<file path="src/include/nibble_ops_consts.svh">
// Purpose: Constants for the nibble-exchange and skip-on-zero execution block
// Assumes: 8-bit data path, 8-bit status register
// Notes:   Opcode encodings are local to this block
`ifndef NIBBLE_OPS_CONSTS_SVH
`define NIBBLE_OPS_CONSTS_SVH

`define DATA_W          8
`define ADDR_W_DEF      7
`define NIB_HI_MSB      7
`define NIB_HI_LSB      4
`define NIB_LO_MSB      3
`define NIB_LO_LSB      0
`define BYTE_ZERO       8'h00
`define ACC_RST         8'h00
`define STATUS_RST      8'h00
`define ADDR_RST        7'h00

`endif

</file>
<file path="src/include/nibble_ops_pkg.sv">
// Purpose: Types for the nibble-exchange and skip-on-zero execution block
// Assumes: Included constants header defines widths
// Notes:   Command codes take encodings 0 to 4 from declaration order
`include "nibble_ops_consts.svh"

package nibble_ops_pkg;

   typedef enum logic [2:0] {
      op_none,
      op_nibble_exchange_in_place,
      op_nibble_exchange_to_accumulator,
      op_skip_when_byte_zero,
      op_load_then_skip_when_zero
   } op_t;

   // Status flags in register bit order, msb first
   typedef struct packed {
      logic test_condition_two_flag;
      logic test_condition_one_flag;
      logic timeout_flag;
      logic power_down_flag;
      logic overflow_flag;
      logic zero_flag;
      logic auxiliary_carry_flag;
      logic carry_flag;
   } status_t;

   // Memory write request
   typedef struct packed {
      logic                    en;
      logic [`ADDR_W_DEF-1:0]  addr;
      logic [`DATA_W-1:0]      data;
   } mem_wr_t;

endpackage : nibble_ops_pkg

</file>
<file path="src/hw/nibble_ops.sv">
// Purpose: Executes nibble exchange and skip-on-zero instructions of the core
// Assumes: Operand byte arrives with the issue strobe; fetch honours discard
// Notes:   One issue per cycle; a taken skip adds one dummy cycle
//
// Overview of operation
// - In-place exchange swaps byte nibbles and writes result to same address.
// - In-place exchange leaves every status flag unchanged.
// - Exchange-to-accumulator loads swapped byte into accumulator, memory untouched.
// - Skip-when-zero discards prefetched instruction, inserts dummy cycle if byte zero.
// - Load-then-skip copies byte to accumulator, skips likewise when byte zero.
`timescale 1ns/1ps
`default_nettype none
`include "nibble_ops_consts.svh"

module nibble_ops
   import nibble_ops_pkg::*;
#(
   parameter int ADDR_W = `ADDR_W_DEF
) (
   // Clock and reset
   input  wire logic                 clk_sys_i,
   input  wire logic                 nrst_i,
   // Instruction issue from decoder
   input  wire logic                 issue_i,
   input  wire op_t                  op_i,
   input  wire logic [ADDR_W-1:0]    addr_i,
   input  wire logic [`DATA_W-1:0]   mem_rd_data_i,
   // Status register of the core
   input  wire status_t              status_i,
   // Results
   output var  mem_wr_t              mem_wr_o,
   output var  logic [`DATA_W-1:0]   acc_o,
   output var  logic                 acc_wr_o,
   output var  status_t              status_o,
   output var  logic                 status_wr_o,
   // Fetch control
   output var  logic                 discard_o,
   output var  logic                 dummy_o,
   output var  logic                 busy_o
);

   // -------------------------------------------------------------------
   // Local types
   // -------------------------------------------------------------------
   typedef enum logic {
      st_exec,
      st_dummy
   } state_t;

   // -------------------------------------------------------------------
   // Helper functions
   // -------------------------------------------------------------------
   // Upper and lower nibbles trade places
   function automatic logic [`DATA_W-1:0] nib_swap(
      input logic [`DATA_W-1:0] b
   );
      nib_swap = {b[`NIB_LO_MSB:`NIB_LO_LSB], b[`NIB_HI_MSB:`NIB_HI_LSB]};
   endfunction : nib_swap

   // Zero test covers the whole byte
   function automatic logic is_zero_byte(
      input logic [`DATA_W-1:0] b
   );
      is_zero_byte = (b == `BYTE_ZERO);
   endfunction : is_zero_byte

   // Commands that may drop the prefetched word
   function automatic logic is_skip_op(
      input op_t op
   );
      is_skip_op = (op == op_skip_when_byte_zero) ||
                   (op == op_load_then_skip_when_zero);
   endfunction : is_skip_op

   // Commands that load the accumulator
   function automatic logic is_acc_op(
      input op_t op
   );
      is_acc_op = (op == op_nibble_exchange_to_accumulator) ||
                  (op == op_load_then_skip_when_zero);
   endfunction : is_acc_op

   // Accumulator value for an accumulator command
   function automatic logic [`DATA_W-1:0] acc_value(
      input op_t                op,
      input logic [`DATA_W-1:0] b
   );
      if (op == op_nibble_exchange_to_accumulator) begin
         acc_value = nib_swap(b);
      end else begin
         acc_value = b;
      end
   endfunction : acc_value

   // -------------------------------------------------------------------
   // Internal signals
   // -------------------------------------------------------------------
   state_t             state_reg;
   state_t             state_next;
   logic               accept;
   logic               byte_zero;
   logic               skip_taken;
   logic               swap_wr;
   logic               acc_load;
   logic [`DATA_W-1:0] acc_reg;

   // -------------------------------------------------------------------
   // Issue decode
   // -------------------------------------------------------------------
   // No instruction is taken during the dummy cycle
   assign accept     = issue_i && (state_reg == st_exec);
   assign byte_zero  = is_zero_byte(mem_rd_data_i);
   assign skip_taken = accept && byte_zero && is_skip_op(op_i);
   assign swap_wr    = accept && (op_i == op_nibble_exchange_in_place);
   assign acc_load   = accept && is_acc_op(op_i);

   // -------------------------------------------------------------------
   // Next state
   // -------------------------------------------------------------------
   always_comb begin
      state_next = state_reg;
      case (state_reg)
         st_exec: begin
            if (skip_taken) begin
               state_next = st_dummy;
            end
         end
         st_dummy: begin
            state_next = st_exec;
         end
         default: begin
            state_next = st_exec;
         end
      endcase
   end

   // -------------------------------------------------------------------
   // Sequencer
   // -------------------------------------------------------------------
   always_ff @(posedge clk_sys_i) begin
      if (!nrst_i) begin
         state_reg <= st_exec;
      end else begin
         state_reg <= state_next;
      end
   end

   // High for the whole dummy cycle
   always_ff @(posedge clk_sys_i) begin
      if (!nrst_i) begin
         busy_o <= 1'h0;
      end else begin
         busy_o <= (state_next == st_dummy);
      end
   end

   // Tells fetch to drop the prefetched word
   always_ff @(posedge clk_sys_i) begin
      if (!nrst_i) begin
         discard_o <= 1'h0;
      end else begin
         discard_o <= skip_taken;
      end
   end

   // Marks the inserted dummy cycle
   always_ff @(posedge clk_sys_i) begin
      if (!nrst_i) begin
         dummy_o <= 1'h0;
      end else begin
         dummy_o <= skip_taken;
      end
   end

   // -------------------------------------------------------------------
   // Data memory write-back
   // -------------------------------------------------------------------
   always_ff @(posedge clk_sys_i) begin
      if (!nrst_i) begin
         mem_wr_o <= '{en: 1'h0, addr: `ADDR_RST, data: `BYTE_ZERO};
      end else begin
         mem_wr_o.en <= swap_wr;
         if (swap_wr) begin
            mem_wr_o.addr <= addr_i;
            mem_wr_o.data <= nib_swap(mem_rd_data_i);
         end
      end
   end

   // -------------------------------------------------------------------
   // Accumulator
   // -------------------------------------------------------------------
   always_ff @(posedge clk_sys_i) begin
      if (!nrst_i) begin
         acc_reg <= `ACC_RST;
      end else if (acc_load) begin
         acc_reg <= acc_value(op_i, mem_rd_data_i);
      end
   end

   always_ff @(posedge clk_sys_i) begin
      if (!nrst_i) begin
         acc_wr_o <= 1'h0;
      end else begin
         acc_wr_o <= acc_load;
      end
   end

   assign acc_o = acc_reg;

   // -------------------------------------------------------------------
   // Status pass-through
   // -------------------------------------------------------------------
   // None of these instructions alters a flag, so no status write occurs
   always_ff @(posedge clk_sys_i) begin
      if (!nrst_i) begin
         status_o <= `STATUS_RST;
      end else begin
         status_o <= status_i;
      end
   end

   always_ff @(posedge clk_sys_i) begin
      if (!nrst_i) begin
         status_wr_o <= 1'h0;
      end else begin
         status_wr_o <= 1'h0;
      end
   end

endmodule : nibble_ops
`default_nettype wire

</file>
<file path="config.mk">
export PLATFORM = sky130hd
export DESIGN_NAME = nibble_ops
export DESIGN_NICKNAME = d
export VERILOG_FILES = /design/src/include/nibble_ops_pkg.sv /design/src/hw/nibble_ops.sv
export VERILOG_INCLUDE_DIRS = /design/src /design/src/include
export SDC_FILE = /design/constraint.sdc
export NUM_CORES = 1
export LEC_CHECK = 0
export BUFFER_PORTS_ARGS = -buffer_cell sky130_fd_sc_hd__buf_4
export CORE_MARGIN = 2
export CORE_UTILIZATION = 35
export CTS_CLUSTER_SIZE = 12
export DETAILED_ROUTE_END_ITERATION = 8
export GPL_TIMING_DRIVEN = 0
export PLACE_DENSITY_LB_ADDON = 0.15
export SYNTH_ARGS = -nofsm -noshare
export SYNTH_HDL_FRONTEND = slang
export SYNTH_SLANG_ARGS = --single-unit
</file>
<file path="constraint.sdc">
create_clock -name clk_sys_i -period 1.2 [get_ports clk_sys_i]
set_input_delay 0.12 -clock clk_sys_i [delete_from_list [all_inputs] [get_ports clk_sys_i]]
set_output_delay 0.12 -clock clk_sys_i [all_outputs]
set_load 0.01 [all_outputs]
</file>
# Word level (Yosys, flattened, before mapping)
# Index checks and enable logic that the tools add are counted.
# op_classes
bitwise	1
muxes	3
n_reduce_logical	8
n_eq_ne	4
# ops
op	n
logical NOT 8 bit	1
2-to-1 mux 8 bit	1
equality test 3 x 2 -> 1 bit, second input constant	2
logical AND 1 bit	5
equality test 3 x 1 -> 1 bit, second input constant	1
equality test 3 bit, second input constant	1
logical OR 1 bit	2
case mux 1 bit (2 select lines)	1
2-to-1 mux 1 bit	1
NOT 1 bit	1
# totals
wordCells	31
reg_bits	35
output_inout_bits	37

# Longest topological paths before layout
# Gate-level depths: netlist of run 1.
# logic_depth
ltp_word	6
depth_mapped	5

# Worst setup path before layout of run 1
# Ideal clock, no wire load.
# synth_timing
path_kind	flip-flop to flip-flop
startpoint	register busy_o (netlist name)
endpoint	register mem_wr_o[12] (netlist name)
synth_period_minus_slack_ps	1190
setup_slack_ps	10
path_buffers	1
path_stages_with_launch	5
setup_time_ps	134
arrival_ps	1056
cell_sequence	dfxtp_1 -> nand4bb_2 -> clkbuf_2 -> o21ai_0 -> a21oi_1
# synth_lines
item	line	source
to (signal assigned)	nibble_ops.sv:180	mem_wr_o <= '{en: 1'h0, addr: `ADDR_RST, data: `BYTE_ZERO};
to (decl)	nibble_ops.sv:31	output var mem_wr_t mem_wr_o,

==> results of run 1 <==
sequential cells by signal (all words and copies together) (netlist names):
signal,flops
acc_o,8
dummy_o,1
busy_o,1
status_o,8
mem_wr_o,16
acc_wr_o,1
what timing repair did:
action / 4_1_cts / 5_1_grt
setup buffers: 1 / 4
hold endpoints to repair: 0 / 0
pin swaps: 1 / 2
gates resized for setup: 5 / 7
endpoints found under the setup margin: 18 / 10
per-layer routing:
metal,wire (um),share of wire (%),vias up
li1,-,-,693
met1,1683,42,638
met2,1983,49,52
met3,259,6.4,10
met4,95,2.4,0
met5,0,0,-
synthesized netlist by cell type:
cell type / instances / area (um2)
o21ai_0: 21 / 105.1
o211a_1: 8 / 80.08
and4bb_4: 1 / 16.27
buf_6: 1 / 11.26
buf_2: 2 / 10.01
inv_1: 1 / 3.750
a21oi_1: 16 / 80.08
nor3b_1: 16 / 120.1
and3_1: 1 / 6.260
nand4bb_2: 1 / 16.27
clkbuf_1: 7 / 26.28
dfxtp_1: 35 / 700.7
and2_1: 9 / 56.30
o21ai_1: 2 / 10.01
nand3b_1: 16 / 120.1
buf_8: 1 / 15.01
xor2_1: 1 / 8.760
clkbuf_2: 1 / 5.000
a21oi_2: 1 / 8.760
nand3_1: 1 / 5.000
buf_4: 3 / 22.52
or3b_2: 1 / 8.760
conb_1: 1 / 3.750
nor4b_1: 2 / 17.52
nor3b_4: 1 / 18.77
nor3_1: 2 / 10.01
worst reg2reg max path, stage by stage (launching register included):
cell and delay, ns:
dfxtp_2 0.36, nand4bb_4 0.28, buf_8 0.18, o21ai_0 0.14, a21oi_1 0.09
cell families after synthesis:
family,share of synthesized area [%]
other cells,0.2523
flops,47.14
simple gates,26.60
xor+xnor,0.5893
buf+inv,6.312
compound gates,19.11
final cells by class:
| type | instances | area share [%] |
|---|---|---|
| sequential | 35 | 32.35 |
| clock buffer | 5 | 3.172 |
| timing repair buffer | 68 | 23.53 |
| inverter | 1 | 0.1730 |
| buffer | 15 | 4.614 |
| tap | 50 | 2.884 |
| multi-input combinational | 101 | 32.58 |
| clock inverter | 3 | 0.6920 |
power by group:
group	internal, uW	total (uW)	switching (uW)
clock network	397	825	428
registers	1200	1220	19.3
logic	201	371	170
total	1800	2420	617
per-stage QoR:
step / hold WS (ns) / util (%)
after global placement: 0.3293 / 49.83
final: 0.03430 / 53.47
after detailed placement: 0.3349 / 49.83
after global routing: 0.02826 / 53.47
after CTS: 0.03094 / 52.61
after floorplan: 0.2473 / -
worst min-delay path by stage:
stage / slack [ns] / endpoint / from
global placement: 0.33 / status_o[1]$_SDFF_PN0_ / status_i[1]
CTS: 0.03 / status_o[1]$_SDFF_PN0_ / status_i[1]
floorplan: 0.25 / status_o[0]$_SDFF_PN0_ / status_i[0]
global route: 0.03 / status_o[1]$_SDFF_PN0_ / status_i[1]
detailed placement: 0.33 / status_o[1]$_SDFF_PN0_ / status_i[1]
finish: 0.03 / status_o[1]$_SDFF_PN0_ / status_i[1]
==> results.ini, run 1 <==
[run_status]
outcome = finished clean

[worst_hold_path]
hp-class = in -> reg
hold_path_depth = 2

[synthesis]
synth_cells = 152
ys_seq_area_share_pct = 47.14
ys_ff_latch = 35
syn_nets = 181
yosys_warnings = 0
synth_area_per_cell_um2 = 9.779
synth_area_um2 = 1486
yosysUniqueCellTypes = 26

[global_routing]
grt_pass1_vias = 1368
top_usage_layer = met2
grt_use_met3_pct = 5.669
globalRouteMet1Util_pct = 19.98
overflow = 0
grt_pass1_wl_mm = 6.492
use_met2_pct = 28.10
antenna_found_initial = 0
grt_usage_pct = 17.20
grt_max_degree = 12

[critical_path]
critPathTopFamily = flip-flops
path_cells = nand4bb_4, buf_8, o21ai_0, a21oi_1
crit-reg2reg-launch = busy_o$_SDFF_PP0_
r2r_slack_ns = 0.04
cp_data_arrival_time_ns = 1.32
critical_path_required_ns = 1.36
cp.depth = 4
path_buf_inv = 1
end_kind = flop
slowest_delay_ns = 0.36
path_class = reg -> reg
crit_start = busy_o$_SDFF_PP0_
cp_slowest_cell = dfxtp_2
r2r_cells = 4
path_max_fanout = 10
crit_end = mem_wr_o[12]$_SDFFE_PN0P_
timing.rr.end = mem_wr_o[12]$_SDFFE_PN0P_
critPathLaunchType = flop

[route]
post_drt_wl_per_cell_um = 14.47
drtIter0Drc = 53
vias = 1393
drt-vias-per-instance = 5.011
dr.pass1.iters = 4
wirelength_mm = 4.022
final_antenna_net_count = 0
drc = 0

[placement]
globalplace.congestion = 0.8120
place_area_um2 = 2022
place_inst = 265
place_ws_ns = -0.1470
io_buffers = 63
dp_hpwl_mm = 2.959

[clock_tree]
cts_made_buffers = 5
cts_tree = yes
htree_levels = 2
cts_hold_buf = 0
cts_sinks = 35
clock_path_buffers = 2
clk_latency_ns = 0.29
clk_pin_slew_ns = 0.07
cts_root_buf = clkbuf_8

[die]
dieArea_um2 = 4784
core_area_um2 = 4058
start_util_pct = 36.63
die_w_um = 69.17
ios = 66
std_cell_rows = 23
die-height_um = 69.17

[timing]
setup_slack_ns = 0.04086
finalSetupViolCount = 0
fin_setup_tns_ns = 0
grt_setup_unrepaired = true
hold_viol = 0
layout_min_cycle_time_ns = 1.159
fmax_mhz = 862.7
slew_viol_final = 0
fin_crit_sh_pct = 96.59
finClkSkew_ns = 0.005121

[layout]
mostFrequentLayoutCells = buf_4 (71), dfxtp_1 (34), nor3b_1 (16), nand3b_1 (16), a21oi_1 (16)
nNetsFinal = 256
num_antenna_cells = 0
final_common_cell = buf_4
register_area_um2 = 701.9
drive_gt1_share_pct = 39.91
finalInstanceArea_um2 = 2170
syn_to_final_growth_pct = 45.96
fillers = 387
final_cells = 278
multi_input_area_um2 = 706.9

[power_and_ir_drop]
ir_drop_mv = 0.5967
leakage_uw = 0.0009762
p_per_area_nw_per_um2 = 1115
power_uw = 2420

[flow_run]
maxCapViolCount = 0

Note: power is estimated with default switching activity, not from simulation.
==> inputs of run 2 (changes only) <==
Settings changed: ABC_CLOCK_PERIOD_IN_PS from default to 1200, CORE_UTILIZATION 35 to 42, SKIP_CTS_REPAIR_TIMING from default to 1.
==> run 2 against run 1 <==
Effect of this change: the run now ends with setup timing left; non-clock buffer count up 7; via count is 2.3% higher; worst hold slack gained 0.00074 ns; largest cell class unchanged; largest power group unchanged.
==> results.ini, run 2 (synthesized netlist as in run 1, its figures left out) <==
[run_status]
outcome = complete, but fails checks
violations = setup timing

[timing]
hold_viol = 0
fin_crit_sh_pct = 100.4
fmax_mhz = 829.8
layout_min_cycle_time_ns = 1.205
setup_slack_ns = -0.005067
finClkSkew_ns = 0.01177
grt_setup_unrepaired = true
slew_viol_final = 0
finalSetupViolCount = 1

[layout]
post-route-util_pct = 65.51
syn_to_final_growth_pct = 48.23
final_common_cell = buf_4
num_antenna_cells = 0
final_cells = 281
drive_gt1_share_pct = 37.87
top_register = mem_wr_o
largest_reg_flops = 16
mostFrequentLayoutCells = buf_4 (70), dfxtp_1 (34), o21ai_0 (17), nor3b_1 (16), nand3b_1 (16)
nNetsFinal = 263

[clock_tree]
htree_levels = 2
clock_path_buffers = 2
clk_latency_ns = 0.35
clk_pin_slew_ns = 0.11
cts_root_buf = clkbuf_4
cts_made_buffers = 5
cts_tree = yes
cts_sinks = 35

[placement]
place_inst = 261
io_buffers = 63
globalplace.congestion = 0.7386
place_ws_ns = -0.1223
dp_hpwl_mm = 2.735

[critical_path]
path_class = reg -> reg
crit-reg2reg-launch = busy_o$_SDFF_PP0_
critical_path_required_ns = 1.47
timing.rr.end = mem_wr_o[8]$_SDFFE_PN0P_
critPathLaunchType = flop
path_max_fanout = 10
crit_start = busy_o$_SDFF_PP0_
end_kind = flop
cp_data_arrival_time_ns = 1.48
crit_end = mem_wr_o[8]$_SDFFE_PN0P_
r2r_cells = 4
r2r_slack_ns = -0.005

[die]
core_area_um2 = 3363
die_w_um = 63.49
die-height_um = 63.49
std_cell_rows = 21
ios = 66
dieArea_um2 = 4031
start_util_pct = 44.20

[route]
drt-vias-per-instance = 5.071
dr.pass1.iters = 4
post_drt_wl_per_cell_um = 13.80
drc = 0
vias = 1425
drtIter0Drc = 33
final_antenna_net_count = 0
wirelength_mm = 3.877

[flow_run]
maxCapViolCount = 0

[power_and_ir_drop]
p_per_area_nw_per_um2 = 1013
leakage_uw = 0.0009839
ir_drop_mv = 0.7330

[global_routing]
grt_max_degree = 12
grt_usage_pct = 19.32
antenna_found_initial = 0
overflow = 0
grt_pass1_wl_mm = 6.106
grt_pass1_vias = 1303

[worst_hold_path]
hp-class = in -> reg

-- run 2: cell types whose count changed in the layout (fill, tap and decap cells not counted), sizes merged --
| cell | before | now |
|---|---|---|
| buf | 76 | 75 |
| clkinv | 3 | 1 |
| dlygate4sd3 | 0 | 8 |
| clkinvlp | 0 | 1 |
| clkbuf | 12 | 13 |
-- run 2: how the worst min path moves through the flow --
stage          slack, ns   startpoint  cells past startpoint                   endpoint
2_1_floorplan       0.25  status_i[0]                      1     status_o[0]$_SDFF_PN0_
3_3_place_gp        0.33  status_i[0]                      2     status_o[0]$_SDFF_PN0_
3_5_place_dp        0.33  status_i[0]                      2     status_o[0]$_SDFF_PN0_
4_1_cts            -0.03  status_i[4]                      2     status_o[4]$_SDFF_PN0_
5_1_grt             0.02    addr_i[6]                      3  mem_wr_o[14]$_SDFFE_PN0P_
6_report            0.04    addr_i[6]                      3  mem_wr_o[14]$_SDFFE_PN0P_
-- run 2: routing by layer --
metal  wire length [um]  global-route usage, %  vias up
met3                278                  7.679        5
met4                 54                  6.522        0
met1               1683                  23.97      659
met2               1861                  30.39       51
met5                  0                      0        -
li1                   -                      -      710
-- run 2: stage by stage --
step | power [uW] | cell area [um2] | hold slack [ns] | setup TNS (ns)
2_1_floorplan | 1412 | 1486 | 0.2473 | 0
3_3_place_gp | 1588 | 2017 | 0.3284 | -0.8058
3_5_place_dp | 1599 | 2017 | 0.3319 | -1.006
4_1_cts | 2209 | 2071 | -0.02937 | -1.473
5_1_grt | 2359 | 2203 | 0.01920 | -0.3561
6_report | 2232 | 2203 | 0.03504 | -0.005067
-- run 2: layout make-up --
class / instances / area (um2)
fillers: 279 / 1160
multi-input cells: 101 / 706.9
flip-flops and latches: 35 / 701.9
repair buffers: 75 / 583.1
plain buffers: 15 / 96.34
well taps: 46 / 57.56
clock buffers: 6 / 41.29
clock inverters: 2 / 12.51
inverters: 1 / 3.754
-- run 2: critical path, cell delays in order (launching register included) --
cell      delay, ns
dfxtp_2        0.37
and4bb_4       0.39
buf_8          0.14
nand3b_1       0.09
a21oi_1        0.15
-- run 2: power breakdown --
part | internal (uW) | switching [uW]
logic | 216 | 171
registers | 1200 | 17.8
clock network | 226 | 398
